**src/lcdp_pkg.sv**
```systemverilog
// Package for the LCD power control register bank.
// Assumes an 8-bit special function register bus on one clock, mclk.
package lcdp_pkg;

   // Register addresses on the special function register bus
   localparam logic [7:0] ADDR_PWR = 8'ha4;
   localparam logic [7:0] ADDR_VBM = 8'ha6;
   localparam logic [7:0] ADDR_AUX = 8'ha7;
   localparam logic [7:0] ADDR_MSCN = 8'hab;
   localparam logic [7:0] ADDR_MSCF = 8'hac;
   localparam logic [7:0] SEG_BASE = 8'h90;
   localparam int SEG_COUNT = 16;

   // Reset values
   localparam logic [7:0] RST_MSCN = 8'h20;
   localparam logic [7:0] RST_MSCF = 8'hfe;
   localparam logic [7:0] RST_PWR = 8'h09;
   localparam logic [7:0] RST_VBM = 8'h00;
   localparam logic [7:0] RST_AUX = 8'h00;
   localparam logic [7:0] SEG_CLEAR = 8'h00;

   // Master control field positions
   localparam int MSCN_ON = 0;
   localparam int MSCN_CLR = 1;
   localparam int MSCN_PUMP_LOW_DRIVE = 2;
   localparam int MSCN_CLKOE = 4;
   localparam int MSCN_DCBIAS = 5;
   localparam int MSCN_BIAS = 6;
   // Bits that hold storage; 7 and 3 always read zero
   localparam logic [7:0] MSCN_MASK = 8'h77;

   // Master configuration field positions and fixed ones above them
   localparam int MSCF_BYP = 0;
   localparam int MSCF_BUCK = 1;
   localparam logic [7:0] MSCF_FIXED = 8'hfc;

   // Power register: mode bit, fixed low field, upper nibble zero
   localparam int PWR_MODE = 3;
   localparam logic [7:0] PWR_FIXED = 8'h01;

   // Monitor control: enable, link to contrast, threshold field
   localparam int VBM_EN = 7;
   localparam int VBM_LINK = 6;
   localparam logic [7:0] VBM_MASK = 8'hdf;
   localparam int THR_W = 5;

   // Auxiliary register: offset steps and wake-up select
   localparam int OFS_W = 3;
   localparam int AUX_WAKE = 4;
   localparam logic [7:0] AUX_MASK = 8'h17;

   // Threshold offset step and top threshold code
   localparam int OFS_STEP_MV = 60;
   localparam logic [5:0] THR_MAX = 6'h1f;

endpackage

```
**src/lcdp_seg_if.sv**
```systemverilog
// Carrier between the control registers and the segment data store.
// Assumes both ends run on the same clock.
`timescale 1ns/1ps
`default_nettype none
interface lcdp_seg_if #(
   parameter int IDXW = 4
);
   logic wr;
   logic clr;
   logic [IDXW-1:0] idx;
   logic [7:0] wdata;
   logic [7:0] rdata;

   modport ctl (
      output wr,
      output clr,
      output idx,
      output wdata,
      input rdata
   );
   modport seg (
      input wr,
      input clr,
      input idx,
      input wdata,
      output rdata
   );
endinterface
`default_nettype wire

```
**src/lcdp_seg_store.sv**
```systemverilog
// Segment data store: one byte per entry, written by index.
// Assumes the control block decodes the bus and drives clear.
`timescale 1ns/1ps
`default_nettype none
module lcdp_seg_store #(
   parameter int SEG_COUNT = lcdp_pkg::SEG_COUNT,
   parameter int IDXW = 4
) (
   input wire logic mclk,
   input wire logic rst,
   lcdp_seg_if.seg bus,
   output logic [SEG_COUNT*8-1:0] seg_flat
);
   typedef struct packed {
      logic [SEG_COUNT-1:0][7:0] data;
   } lcdp_seg_st_t;

   lcdp_seg_st_t st_r;
   lcdp_seg_st_t st_nxt;

   always_comb begin
      st_nxt = st_r;
      for (int i = 0; i < SEG_COUNT; i++) begin
         // Clear wins over a write in the same cycle
         if (bus.clr) begin
            st_nxt.data[i] = lcdp_pkg::SEG_CLEAR;
         end else if (bus.wr && (int'(bus.idx) == i)) begin
            st_nxt.data[i] = bus.wdata;
         end
      end
   end

   always_ff @(posedge mclk or posedge rst) begin
      if (rst) begin
         st_r <= '0;
      end else begin
         st_r <= st_nxt;
      end
   end

   assign bus.rdata = st_r.data[bus.idx];
   assign seg_flat = st_r.data;
endmodule
`default_nettype wire

```
**src/lcdp_regs.sv**
```systemverilog
// LCD power control register bank with segment data store.
// Assumes a single-cycle special function register bus on mclk;
// batt_low comes from the analog monitor, outside the clock domain.
`timescale 1ns/1ps
`default_nettype none
module lcdp_regs #(
   parameter int SEG_COUNT = lcdp_pkg::SEG_COUNT
) (
   input wire logic mclk,
   input wire logic rst,
   input wire logic [7:0] sfr_addr,
   input wire logic sfr_wr,
   input wire logic sfr_rd,
   input wire logic [7:0] sfr_wdata,
   output logic [7:0] sfr_rdata,
   input wire logic [4:0] contrast_code,
   input wire logic batt_low,
   output logic display_on,
   output logic display_clear,
   output logic pump_low_drive,
   output logic lcd_clk_on,
   output logic bias_on,
   output logic dc_bias_out,
   output logic bias_gen_on,
   output logic buck_sleep_keep,
   output logic pump_bypass,
   output logic contrast_mode_hi,
   output logic mon_enable,
   output logic thr_linked,
   output logic [4:0] mon_threshold,
   output logic wake_req,
   output logic [SEG_COUNT*8-1:0] seg_data
);
   localparam int IDXW = (SEG_COUNT > 1) ? $clog2(SEG_COUNT) : 1;

   typedef struct packed {
      logic [7:0] mscn;
      logic [1:0] mscf;
      logic mode;
      logic [7:0] vbm;
      logic [7:0] aux;
      logic [7:0] rdata;
      logic low_meta;
      logic low_sync;
      logic [4:0] thr_eff;
      logic wake;
      logic gen_on;
   } lcdp_state_t;

   lcdp_state_t st_r;
   lcdp_state_t st_nxt;

   lcdp_seg_if #(.IDXW(IDXW)) seg_bus ();

   logic wr_mscn;
   logic wr_mscf;
   logic wr_pwr;
   logic wr_vbm;
   logic wr_aux;
   logic seg_hit;
   logic [7:0] seg_off;
   logic [5:0] thr_sum;

   assign wr_mscn = sfr_wr && (sfr_addr == lcdp_pkg::ADDR_MSCN);
   assign wr_mscf = sfr_wr && (sfr_addr == lcdp_pkg::ADDR_MSCF);
   assign wr_pwr = sfr_wr && (sfr_addr == lcdp_pkg::ADDR_PWR);
   assign wr_vbm = sfr_wr && (sfr_addr == lcdp_pkg::ADDR_VBM);
   assign wr_aux = sfr_wr && (sfr_addr == lcdp_pkg::ADDR_AUX);
   assign seg_off = sfr_addr - lcdp_pkg::SEG_BASE;
   assign seg_hit = (sfr_addr >= lcdp_pkg::SEG_BASE) &&
                    (int'(seg_off) < SEG_COUNT);

   // The clear acts on the write edge itself so that the very next
   // access already sees zero, and keeps acting while the bit is held
   assign seg_bus.clr = st_r.mscn[lcdp_pkg::MSCN_CLR] ||
                        (wr_mscn && sfr_wdata[lcdp_pkg::MSCN_CLR]);
   assign seg_bus.wr = sfr_wr && seg_hit;
   assign seg_bus.idx = seg_off[IDXW-1:0];
   assign seg_bus.wdata = sfr_wdata;

   // Linked threshold: contrast code plus offset, saturated at the top
   assign thr_sum = {1'b0, contrast_code} +
                    {3'b000, st_r.aux[lcdp_pkg::OFS_W-1:0]};

   always_comb begin
      st_nxt = st_r;

      // Storage only where bits exist; reserved bits never latch
      if (wr_mscn) begin
         st_nxt.mscn = sfr_wdata & lcdp_pkg::MSCN_MASK;
      end
      if (wr_mscf) begin
         st_nxt.mscf = sfr_wdata[1:0];
      end
      if (wr_pwr) begin
         st_nxt.mode = sfr_wdata[lcdp_pkg::PWR_MODE];
      end
      if (wr_vbm) begin
         st_nxt.vbm = sfr_wdata & lcdp_pkg::VBM_MASK;
      end
      if (wr_aux) begin
         st_nxt.aux = sfr_wdata & lcdp_pkg::AUX_MASK;
      end

      // Read data is captured on the read strobe and held after it
      if (sfr_rd) begin
         case (sfr_addr)
            lcdp_pkg::ADDR_MSCN: begin
               st_nxt.rdata = st_r.mscn & lcdp_pkg::MSCN_MASK;
            end
            lcdp_pkg::ADDR_MSCF: begin
               st_nxt.rdata = lcdp_pkg::MSCF_FIXED |
                              {6'h00, st_r.mscf};
            end
            lcdp_pkg::ADDR_PWR: begin
               st_nxt.rdata = lcdp_pkg::PWR_FIXED |
                              {4'h0, st_r.mode, 3'h0};
            end
            lcdp_pkg::ADDR_VBM: begin
               st_nxt.rdata = st_r.vbm & lcdp_pkg::VBM_MASK;
            end
            lcdp_pkg::ADDR_AUX: begin
               st_nxt.rdata = st_r.aux & lcdp_pkg::AUX_MASK;
            end
            default: begin
               // Unmapped addresses read zero
               st_nxt.rdata = seg_hit ? seg_bus.rdata : 8'h00;
            end
         endcase
      end

      // Battery-low level crosses in through two flip-flops
      st_nxt.low_meta = batt_low;
      st_nxt.low_sync = st_r.low_meta;

      // Threshold follows contrast only when linked
      if (st_r.vbm[lcdp_pkg::VBM_LINK]) begin
         st_nxt.thr_eff = (thr_sum > lcdp_pkg::THR_MAX) ?
                          lcdp_pkg::THR_MAX[4:0] : thr_sum[4:0];
      end else begin
         st_nxt.thr_eff = st_r.vbm[lcdp_pkg::THR_W-1:0];
      end

      // Wake request only from an enabled monitor and chosen source
      st_nxt.wake = st_r.aux[lcdp_pkg::AUX_WAKE] &&
                    st_r.vbm[lcdp_pkg::VBM_EN] && st_r.low_sync;

      // Shared bias generator runs while either consumer wants it
      st_nxt.gen_on = st_r.mscn[lcdp_pkg::MSCN_BIAS] ||
                      st_r.mscn[lcdp_pkg::MSCN_DCBIAS];
   end

   always_ff @(posedge mclk or posedge rst) begin
      if (rst) begin
         st_r.mscn <= lcdp_pkg::RST_MSCN;
         st_r.mscf <= lcdp_pkg::RST_MSCF[1:0];
         st_r.mode <= lcdp_pkg::RST_PWR[lcdp_pkg::PWR_MODE];
         st_r.vbm <= lcdp_pkg::RST_VBM;
         st_r.aux <= lcdp_pkg::RST_AUX;
         st_r.rdata <= 8'h00;
         st_r.low_meta <= 1'b0;
         st_r.low_sync <= 1'b0;
         st_r.thr_eff <= 5'h00;
         st_r.wake <= 1'b0;
         st_r.gen_on <= 1'b1;
      end else begin
         st_r <= st_nxt;
      end
   end

   lcdp_seg_store #(
      .SEG_COUNT(SEG_COUNT),
      .IDXW(IDXW)
   ) u_seg (
      .mclk(mclk),
      .rst(rst),
      .bus(seg_bus),
      .seg_flat(seg_data)
   );

   assign sfr_rdata = st_r.rdata;
   assign display_on = st_r.mscn[lcdp_pkg::MSCN_ON];
   assign display_clear = st_r.mscn[lcdp_pkg::MSCN_CLR];
   assign pump_low_drive = st_r.mscn[lcdp_pkg::MSCN_PUMP_LOW_DRIVE];
   assign lcd_clk_on = st_r.mscn[lcdp_pkg::MSCN_CLKOE];
   assign bias_on = st_r.mscn[lcdp_pkg::MSCN_BIAS];
   // Gating this also removes the buck converter's bias
   assign dc_bias_out = st_r.mscn[lcdp_pkg::MSCN_DCBIAS];
   assign bias_gen_on = st_r.gen_on;
   assign buck_sleep_keep = st_r.mscf[lcdp_pkg::MSCF_BUCK];
   assign pump_bypass = st_r.mscf[lcdp_pkg::MSCF_BYP];
   assign contrast_mode_hi = st_r.mode;
   assign mon_enable = st_r.vbm[lcdp_pkg::VBM_EN];
   assign thr_linked = st_r.vbm[lcdp_pkg::VBM_LINK];
   assign mon_threshold = st_r.thr_eff;
   assign wake_req = st_r.wake;
endmodule
`default_nettype wire

```
**config.mk**
```make
export PLATFORM = sky130hd
export DESIGN_NAME = lcdp_regs
export DESIGN_NICKNAME = d
export VERILOG_FILES = /design/src/lcdp_pkg.sv /design/src/lcdp_seg_if.sv /design/src/lcdp_seg_store.sv /design/src/lcdp_regs.sv
export SDC_FILE = /design/constraint.sdc
export NUM_CORES = 1
export LEC_CHECK = 0
export BUFFER_PORTS_ARGS = -buffer_cell sky130_fd_sc_hd__buf_2
export CAP_MARGIN = 0
export CORE_UTILIZATION = 50
export DETAILED_ROUTE_END_ITERATION = 8
export PLACE_DENSITY = 0.75
export SLEW_MARGIN = 10
export SYNTH_ARGS = -nofsm -noshare
export SYNTH_HDL_FRONTEND = slang
export SYNTH_HIERARCHICAL = 1
export SYNTH_SLANG_ARGS = --single-unit
```
**constraint.sdc**
```tcl
create_clock -name mclk -period 6.2 [get_ports mclk]
set_clock_uncertainty 0.1 [all_clocks]
set_input_delay 1.86 -clock mclk [delete_from_list [all_inputs] [get_ports mclk]]
set_output_delay 1.86 -clock mclk [all_outputs]
set_load 0.05 [all_outputs]
```
==> qor.csv, run 1 <==
stage,metric,value,unit
cts,post-CTS setup-driven buffer insertion count,0,
timing,final worst setup slack,2.052,ns
cells_and_area,share of cells above drive strength 1,28.78,%
yosys,Synth area leader,dfrtp_1,
timing,Setup TNS Final,0,ns
yosys,Post-synth top flop,dfrtp_1,
critical_path,data required time of the worst path,6.40,ns
floorplanning,total core area,16640,um^2
yosys,Post-synth EDFFs,0,
yosys,simple-gate portion of the synthesized area,12.97,%
place,RePlAce Congestion,0.8858,
route,DR WL/cell,24.07,um
place,Setup WS pre-CTS,1.673,ns
timing,max-slew violation count,0,
yosys,Post-synth ARST share,100.0,%
route,drt initial violations,999,
route,via count,8026,
timing,Slew HR,18.34,%
place,post-detail-place hpwl,17710,um
cts,root buf cell,clkbuf_16,
critical_path,worst r2r src,u_seg/seg_flat[65]$_DFFE_PP0P_,
grt,global-route wire length before repair,43850,um
cts,clock tree sinks,165,
critical_path,CP peak stage delay,0.62,ns
power,peak supply drop,214.7,uV
critical_path,"Slowest-stage cell, CP",mux4_1,
critical_path,Worst R2R End,sfr_rdata[1]$_DFFE_PP0P_,
critical_path,Critical Path Sink,sfr_rdata[1]$_DFFE_PP0P_,
cells_and_area,Layout Nets,983,
yosys,Syn Nets,888,
cts,clock buffer depth,2,
yosys,largest family of logic cells by synthesized area,compound AO/OA/AOI/OAI gates,
yosys,Synth warnings,6,
cts,CTS Hold Bufs,0,
min_path,worst min-delay path category,register to register,
yosys,synthesized cell area,8556,um^2
timing,final hold vios,0,
grt,pin count of the biggest net entering global routing,68,
cts,CTS tree,done,
floorplanning,Die Wd,132.8,um
route,DRT Pass-1 Iters,6,
job,max-capacitance violation count,0,
critical_path,CP Launch Point,sfr_addr[0],
route,DRT Wirelength,28550,um
cts,Skew-Pair Late Insertion Delay,0.43,ns
timing,fin crit period,4.148,ns
grt,antenna violations before repair,0,
cells_and_area,antenna cells,0,
critical_path,WS Path Type,input pin to register,
grt,GRT overflow,0,
cts,CTS Buf Count,17,
yosys,Synth top area share,47.09,%
timing,Worst-Margin Slew,1.225,ns
cts,post_cts resized,0,
yosys,Cells after Synth,858,
critical_path,reg2reg setup slack,4.07,ns
critical_path,Reg2Reg Depth,5,
yosys,XOR/XNOR Fraction of Synth Area,0,%
critical_path,CP Launch Type,input pin,
route,DRC,0,
route,vias per inst,6.767,
cts,H-tree levels,4,
critical_path,CP Capture Type,register,
floorplanning,die height,132.8,um
place,Buffers on Ports,179,
floorplanning,I/O pin cnt,180,
cells_and_area,layout overhead on the synthesized area,16.74,%
critical_path,crit path DAT,4.35,ns
floorplanning,die area,17640,um^2
yosys,#FFs+latches synth,165,
yosys,adder-cell share of the synthesized area,0.6727,%
floorplanning,std cell rows,47,
power,Pwr Density,277.2,nW/um^2
timing,max frequency,241.1,MHz
timing,RSZ-0062 raised after global routing,no,
cts,"CTS clk-pin slew, worst paths",0.06,ns
yosys,post-synth cell types,53,
power,P_leak,0.004795,uW
yosys,synth top area cells,"dfrtp_1 47%, o21ai_0 8.0%, nand3_1 7.7%",
grt,Total GRT Usage,32.86,%
yosys,syn_area_per_cell,9.972,um^2
yosys,compound-cell area share of the yosys netlist,19.19,%
timing,final setup vio count,0,
yosys,post-synthesis mux area share,11.96,%
critical_path,CP Cell Sequence,buf_2 -> buf_4 -> mux4_1 -> a22oi_1 -> nand2_1 -> a221oi_1 -> a31oi_1,
critical_path,worst-path maximum fanout,26,
yosys,cell with the most instances after synthesis,dfrtp_1,
cells_and_area,Fillers,1388,
route,Routed Antenna Nets,0,
floorplanning,Initial Util,51.41,%
timing,crit share post-route,66.91,%
run_status,run status,finished clean,
min_path,hold_sp,st_nxt[7]$_DFF_PP0_,
yosys,post-synthesis sequential area ratio,48.32,%
yosys,synth cell count leaders,"161 x dfrtp_1, 136 x o21ai_0, 132 x nand3_1, 131 x a21oi_1, 64 x clkbuf_1",
grt,vias in the first global route,7730,
-- metrics by stage --
stage | area [um^2] | power [uW] | hold slack [ns] | util, % | std cells
after floorplan | 8556 | 1474 | 0.2312 | - | 858
after global placement | 9321 | 1584 | 0.2402 | 56.01 | 1154
after detailed placement | 9321 | 1590 | 0.2362 | 56.01 | 1154
after CTS | 9988 | 2767 | 0.2494 | 60.02 | 1186
after global routing | 9988 | 2843 | 0.2676 | 60.02 | 1186
final | 9988 | 2769 | 0.2503 | 60.02 | 1186
-- worst min-delay path by stage --
stage	end	depth (start not counted)
3_3_place_gp	st_r[7]$_DFF_PP0_	0
5_1_grt	st_r[7]$_DFF_PP0_	0
4_1_cts	st_r[7]$_DFF_PP0_	0
3_5_place_dp	st_r[7]$_DFF_PP0_	0
2_1_floorplan	st_r[7]$_DFF_PP0_	0
6_report	st_r[7]$_DFF_PP0_	0
-- logic make-up (layout without fill, tap and decap cells) --
family | Yosys count | after routing
buf+inv | 127 | 235
simple gates | 203 | 203
fa+ha+maj | 4 | 4
mux | 53 | 53
flops | 165 | 165
compound gates | 306 | 306
-- final cells by class --
class,count,area [um^2],share of cell area [%]
clock buffer,20,466.7,4.672
multi-input combinational,566,3866,38.71
clock inverter,12,200.2,2.004
tap,220,275.3,2.756
inverter,12,47.55,0.4760
timing repair buffer,191,998.5,9.996
sequential,165,4134,41.39
-- sequential cells by signal, summed over array words and instances, names as in the netlist, 5 cells and up --
signal	cells
u_seg/seg_flat	128
sfr_rdata	8
st_r	10
mon_threshold	5
-- worst max-delay path: cells and delay by family --
| family | cells | cell delay, ns |
|---|---|---|
| buffers and inverters | 2 | 1.08 |
| muxes | 1 | 0.62 |
| and+or+nand+nor | 1 | 0.09 |
| AOI/OAI and AO/OA | 3 | 0.67 |
-- cell usage in the layout, fill, tap and decap left out, types with 3 or more instances in the layout --
| cell type | Yosys | routed |
|---|---|---|
| and2_1 | 3 | 3 |
| nor2b_1 | 6 | 4 |
| and3b_1 | 3 | 3 |
| a221oi_1 | 5 | 5 |
| clkbuf_8 | 0 | 3 |
| a21oi_1 | 131 | 131 |
| o21ai_0 | 136 | 136 |
| clkinvlp_4 | 0 | 3 |
| nor2_1 | 12 | 11 |
| buf_4 | 14 | 11 |
| bufinv_16 | 0 | 5 |
| mux4_2 | 14 | 14 |
| dfstp_2 | 4 | 4 |
| dfrtp_1 | 161 | 161 |
| buf_2 | 29 | 179 |
| nand2b_1 | 3 | 3 |
| mux4_1 | 18 | 18 |
| ha_1 | 3 | 3 |
| clkbuf_16 | 0 | 17 |
| nand3_1 | 132 | 132 |
| a22o_1 | 4 | 4 |
| a22oi_1 | 16 | 16 |
| a31oi_1 | 5 | 5 |
| inv_1 | 12 | 11 |
| nand2_1 | 23 | 23 |
| mux2_2 | 20 | 20 |
-- layer usage --
metal | wire length (um) | part of all wire, % | vias to the layer above | GRT usage [%]
met5 | 0 | 0 | - | 0
met4 | 1191 | 4.2 | 0 | 16.86
met3 | 3757 | 13 | 89 | 9.004
met2 | 12640 | 44 | 661 | 47.91
met1 | 10960 | 38 | 3944 | 45.02
li1 | - | - | 3332 | -
-- report_power, final --
part | internal [uW] | switching, uW
clock network | 747 | 444
registers | 1120 | 41.2
logic | 95.2 | 320
No activity file was read; power rests on OpenSTA's default activity.
==> run 2, diff against run 1 <==
Settings changed: ABC_AREA set to 1, PLACE_DENSITY 0.75 to 0.78.
Clock period 6.2 ns to 3.6 ns, I/O delays scaled along.
==> qor.csv, run 2 <==
stage,metric,value,unit,change
run_status,run status,finished clean,,
cells_and_area,end-of-flow core utilization,60.08,%,+0.064 points
route,DRT Wirelength,25530,um,-11%
timing,crit share post-route,79.09,%,
floorplanning,I/O pin cnt,180,,unchanged
cts,root buf cell,clkbuf_16,,
yosys,Synth area leader,dfrtp_1,,
power,P_leak,0.005372,uW,+12%
timing,Worst-Margin Slew,1.106,ns,-0.1193 ns
critical_path,CP Launch Point,sfr_wr,,
timing,max-slew violation count,0,,unchanged
place,post-detail-place hpwl,17360,um,-2.0%
grt,global-route wire length before repair,40230,um,-8.2%
route,DR WL/cell,17.25,um,-28%
cts,post_cts resized,0,,unchanged
route,drt initial violations,1068,,+6.9%
critical_path,CP Capture Type,register,,
yosys,syn_area_per_cell,7.591,um^2,-24%
critical_path,crit path DAT,3.02,ns,-1.33 ns
grt,pin count of the biggest net entering global routing,129,,+90%
cts,post-CTS setup-driven buffer insertion count,0,,unchanged
yosys,post-synth cell types,38,,-28%
min_path,hold_sp,st_nxt[7]$_DFF_PP0_,,
route,via count,8174,,+1.8%
yosys,Synth top area share,47.86,%,+0.77 points
floorplanning,Initial Util,50.94,%,-0.47 points
grt,GRT overflow,0,,unchanged
grt,antenna violations before repair,0,,unchanged
yosys,Cells after Synth,1109,,+29%
critical_path,CP Launch Type,input pin,,
min_path,worst min-delay path category,register to register,,
yosys,Post-synth top flop,dfrtp_1,,
cells_and_area,antenna cells,0,,unchanged
route,DRT Pass-1 Iters,5,,-1
timing,Setup TNS Final,0,ns,unchanged
floorplanning,Die Wd,131.8,um,-0.79%
yosys,cell with the most instances after synthesis,nand2_1,,
route,vias per inst,5.523,,-18%
yosys,Syn Nets,1139,,+28%
yosys,synthesized cell area,8418,um^2,-1.6%
power,peak supply drop,344.7,uV,+61%
cells_and_area,Layout Nets,1277,,+30%
floorplanning,die height,131.8,um,-0.79%
cts,Skew-Pair Late Insertion Delay,0.44,ns,about the same
yosys,synth cell count leaders,"437 x nand2_1, 161 x dfrtp_1, 128 x nand3_1, 111 x o21ai_0, 63 x inv_1",,
yosys,Synth warnings,6,,unchanged
timing,final hold vios,0,,unchanged
cts,H-tree levels,4,,unchanged
timing,Slew HR,26.29,%,+8.0 points
grt,vias in the first global route,7591,,-1.8%
job,max-capacitance violation count,0,,unchanged
cells_and_area,"most common cell after layout, fill and taps aside",nand2_1,,
critical_path,data required time of the worst path,3.77,ns,-2.63 ns
place,Buffers on Ports,179,,unchanged
yosys,Post-synth ARST share,100.0,%,unchanged
yosys,#FFs+latches synth,165,,unchanged
yosys,Post-synth EDFFs,0,,unchanged
timing,max frequency,351.2,MHz,
critical_path,worst r2r src,display_clear$_DFFE_PP0N_,,
timing,final setup vio count,0,,unchanged
route,DRC,0,,unchanged
cts,CTS tree,done,,
critical_path,WS Path Type,input pin to register,,
cells_and_area,layout overhead on the synthesized area,17.94,%,
yosys,synth top area cells,"dfrtp_1 48%, nand2_1 19%, nand3_1 7.6%",,
critical_path,worst-path maximum fanout,16,,-38%
cts,CTS Buf Count,17,,unchanged
cells_and_area,"commonest cells after routing, fill and taps aside","437 x nand2_1, 179 x buf_2, 161 x dfrtp_1",,
grt,Total GRT Usage,29.94,%,-2.9 points
cells_and_area,max reg flops,128,,unchanged
cells_and_area,share of cells above drive strength 1,21.11,%,-7.7 points
cts,clock tree sinks,165,,unchanged
cts,"CTS clk-pin slew, worst paths",0.06,ns,about the same
cts,CTS Hold Bufs,0,,unchanged
route,Routed Antenna Nets,0,,unchanged
power,Pwr Density,439.3,nW/um^2,+58%
floorplanning,die area,17360,um^2,-1.6%
timing,RSZ-0062 raised after global routing,no,,
cts,clock buffer depth,2,,unchanged
power,Total Power,4362,uW,+58%
floorplanning,total core area,16520,um^2,-0.71%
place,RePlAce Congestion,0.9318,,+5.2%
timing,fin crit period,2.847,ns,
floorplanning,std cell rows,47,,unchanged
yosys,post-synthesis sequential area ratio,49.11,%,+0.79 points
-- run 2: cell types whose count changed after synthesis, sizes merged, moves of 20 or more --
cell | before | now
nand2 | 23 | 446
a21oi | 131 | 8
inv | 12 | 67
clkbuf | 65 | 18
mux4 | 32 | 0
nor2 | 13 | 34
mux2 | 20 | 0
-- run 2: layout make-up --
| class | instances | area (um^2) |
|---|---|---|
| multi-input cells | 797 | 3591 |
| repair buffers | 197 | 1056 |
| flip-flops and latches | 165 | 4134 |
| clock inverters | 9 | 151.4 |
| clock buffers | 23 | 457.9 |
| well taps | 220 | 275.3 |
| fillers | 1521 | 6596 |
| inverters | 69 | 262.8 |
-- run 2: critical path, cell delays in order --
cell     delay (ns)
buf_2          0.15
inv_1          0.15
nor4_1         0.37
inv_1          0.21
nor3_2         0.34
nand2_1        0.41
nand3_1        0.19
o21ai_0        0.11
-- run 2: worst paths after layout --
path / end / slack, ns / depth (start not counted)
hold reg to reg: st_r[7]$_DFF_PP0_ / 0.25 / 0
max in group asynchronous: dc_bias_out$_DFFE_PP1N_ / 1.94 / 3
setup reg to reg: u_seg/seg_flat[4]$_DFFE_PP0P_ / 1.58 / 7
min in group asynchronous: u_seg/seg_flat[12]$_DFFE_PP0P_ / 0.71 / 3
hold / removal: st_r[7]$_DFF_PP0_ / 0.25 / 0
setup / recovery: u_seg/seg_flat[96]$_DFFE_PP0P_ / 0.75 / 8
-- run 2: routing by layer --
| layer | vias up | wire length (um) | track usage, % |
|---|---|---|---|
| met4 | 0 | 816 | 12.40 |
| met3 | 73 | 2325 | 6.728 |
| met2 | 457 | 11770 | 45.21 |
| met5 | - | 0 | 0 |
| li1 | 3817 | - | - |
| met1 | 3827 | 10620 | 41.79 |
-- run 2: report_power, final --
group          total (uW)  internal [uW]  switching [uW]
Clock                1920           1180             739
Combinational         508            102             406
Sequential           1940           1900            35.3
-- run 2: kinds of logic after synthesis --
family,count (synthesis),synth area share [%]
DFF,165,49.11
xor gates and xnor gates,2,0.2081
AOI/OAI and AO/OA,167,10.42
and+or+nand+nor,624,31.35
adders and majority gates,4,0.6838
buffers and inverters,147,8.234
-- run 2: metrics by stage --
stage | instances | hold slack, ns | worst slack, ns | instance area (um^2)
after floorplan | 1109 | 0.2312 | 0.8196 | 8422
after global placement | 1448 | 0.2333 | 0.4694 | 9319
after detailed placement | 1448 | 0.2365 | 0.3731 | 9319
after CTS | 1480 | 0.2496 | 0.7910 | 9928
after global routing | 1480 | 0.2511 | 0.5649 | 9928
final | 1480 | 0.2490 | 0.7529 | 9928
==> run 3, diff against run 2 <==
Settings changed: ABC_AREA 1 to 0, PLACE_DENSITY 0.78 to 0.75.
Clock period 3.6 ns to 2.7 ns, I/O delays scaled along.
==> qor.csv, run 3 (same netlist as run 1, synthesis figures left out) <==
stage,metric,value,unit,change
run_status,run status,finished clean,,
critical_path,WS Path Type,input pin to register,,
route,DRT Pass-1 Iters,6,,+1
cells_and_area,"most common cell after layout, fill and taps aside",buf_2,,
critical_path,worst-path maximum fanout,26,,+10
timing,Slew HR,50.24,%,+24 points
cells_and_area,"commonest cells after routing, fill and taps aside","179 x buf_2, 161 x dfrtp_1, 136 x o21ai_0",,
place,post-detail-place hpwl,18180,um,+4.7%
power,Pwr Density,602.4,nW/um^2,+37%
route,vias per inst,6.670,,+21%
cts,clock tree sinks,165,,unchanged
critical_path,data required time of the worst path,2.90,ns,-0.87 ns
cts,clock buffer depth,2,,unchanged
place,RePlAce Congestion,0.8991,,-3.5%
cells_and_area,Finished Layout Cells,1223,,-17%
cells_and_area,register area,4134,um^2,unchanged
timing,RSZ-0062 raised after global routing,no,,
place,placed cell area,9773,um^2,+4.9%
floorplanning,Die Wd,132.8,um,+0.80%
critical_path,CP peak stage delay,0.65,ns,+0.24 ns
floorplanning,die height,132.8,um,+0.80%
cells_and_area,antenna cells,0,,unchanged
timing,fin crit period,2.396,ns,
route,DR WL/cell,23.48,um,+36%
job,max-capacitance violation count,0,,unchanged
timing,max-slew violation count,0,,unchanged
critical_path,CP Launch Type,input pin,,
floorplanning,Initial Util,51.41,%,+0.47 points
cells_and_area,max reg flops,128,,unchanged
critical_path,"Slowest-stage cell, CP",mux4_1,,
floorplanning,I/O pin cnt,180,,unchanged
grt,vias in the first global route,7657,,+0.87%
power,P_leak,0.005017,uW,-6.6%
grt,Total GRT Usage,33.08,%,+3.1 points
cts,CTS Hold Bufs,0,,unchanged
timing,final worst setup slack,0.3041,ns,-0.4488 ns
timing,final hold vios,0,,unchanged
route,DRC,0,,unchanged
route,DRT Wirelength,28720,um,+12%
cts,H-tree levels,4,,unchanged
timing,final setup vio count,0,,unchanged
grt,global-route wire length before repair,44380,um,+10%
cells_and_area,Multi-input gate area,3851,um^2,+7.2%
floorplanning,std cell rows,47,,unchanged
grt,pin count of the biggest net entering global routing,65,,-50%
floorplanning,total core area,16640,um^2,+0.71%
critical_path,crit path DAT,2.60,ns,-0.42 ns
cells_and_area,layout overhead on the synthesized area,21.53,%,
cts,CTS tree,done,,
route,Routed Antenna Nets,0,,unchanged
timing,crit share post-route,88.74,%,
place,dpl cells,1191,,-18%
timing,Worst-Margin Slew,0.7464,ns,-0.3593 ns
cts,root buf cell,clkbuf_16,,
min_path,worst min-delay path category,register to register,,
timing,max frequency,417.4,MHz,
critical_path,CP Capture Type,register,,
cts,post_cts resized,0,,unchanged
timing,Setup TNS Final,0,ns,unchanged
cts,CTS Buf Count,17,,unchanged
cells_and_area,Layout Nets,1020,,-20%
timing,Min Hold Slack,0.2548,ns,+0.005811 ns
place,Setup WS pre-CTS,-0.07862,ns,-0.4517 ns
cts,"CTS clk-pin slew, worst paths",0.07,ns,about the same
route,via count,8157,,-0.21%
place,Buffers on Ports,179,,unchanged
cells_and_area,share of cells above drive strength 1,31.41,%,+10 points
cts,post-CTS setup-driven buffer insertion count,0,,unchanged
cells_and_area,Fillers,1331,,-12%
cts,Skew-Pair Late Insertion Delay,0.44,ns,about the same
floorplanning,die area,17640,um^2,+1.6%
grt,antenna violations before repair,0,,unchanged
power,peak supply drop,476.7,uV,+38%
grt,GRT overflow,0,,unchanged
cells_and_area,final instance area,10400,um^2,+4.7%
critical_path,CP Cell Sequence,buf_2 -> buf_12 -> mux4_1 -> a22oi_1 -> nand2_1 -> a221oi_1 -> a31oi_1,,
route,drt initial violations,1151,,+7.8%
-- run 3: changes by cell type in the layout (fill, tap and decap cells not counted), moves of 17 or more --
cell,previous run,this run
nand2_1,437,23
buf_4,16,33
o21ai_1,36,0
mux4_1,0,18
inv_1,62,11
mux2_2,0,20
o21ai_0,111,136
a21oi_1,6,131
-- run 3: worst paths after layout --
path	start	endpoint	slack [ns]	depth (start not counted)
setup / recovery	sfr_addr[0]	sfr_rdata[1]$_DFFE_PP0P_	0.30	7
setup reg to reg	u_seg/seg_flat[41]$_DFFE_PP0P_	sfr_rdata[1]$_DFFE_PP0P_	0.69	5
hold / removal	st_nxt[7]$_DFF_PP0_	st_r[7]$_DFF_PP0_	0.25	0
max in group asynchronous	rst	u_seg/seg_flat[37]$_DFFE_PP0P_	1.53	3
hold reg to reg	st_nxt[7]$_DFF_PP0_	st_r[7]$_DFF_PP0_	0.25	0
min in group asynchronous	rst	u_seg/seg_flat[96]$_DFFE_PP0P_	0.29	2
-- run 3: critical path: cells and delay by family --
kind                   cells  cell delay, ns
multiplexers               1            0.65
AND/OR/NAND/NOR            1            0.09
buffers and inverters      2            0.31
AO/OA/AOI/OAI              3            0.71
-- run 3: where the power goes --
part | internal, uW | total, uW | switching [uW]
clock network | 1510 | 2590 | 1090
registers | 2580 | 2670 | 92.6
logic | 259 | 1000 | 744
-- run 3: layer usage --
| metal | track usage [%] | vias up | routed length [um] |
|---|---|---|---|
| met5 | 0 | - | 0 |
| met1 | 47.76 | 3937 | 10890 |
| met4 | 11.43 | 0 | 783 |
| met2 | 48.55 | 736 | 13060 |
| met3 | 8.391 | 75 | 3980 |
| li1 | - | 3409 | - |
-- run 3: cell type report --
cell class / instances / area share [%]
flip-flops and latches: 165 / 39.76
well taps: 220 / 2.647
clock buffers: 18 / 4.224
repair buffers: 228 / 14.08
inverters: 12 / 0.4693
multi-input cells: 566 / 37.04
clock inverters: 14 / 1.781
-- run 3: per-stage QoR --
stage | utilization, % | power, uW
floorplan | - | 3384
finish | 62.48 | 6263
CTS | 62.48 | 6255
detailed placement | 58.72 | 3696
global placement | 58.72 | 3684
global route | 62.48 | 6425
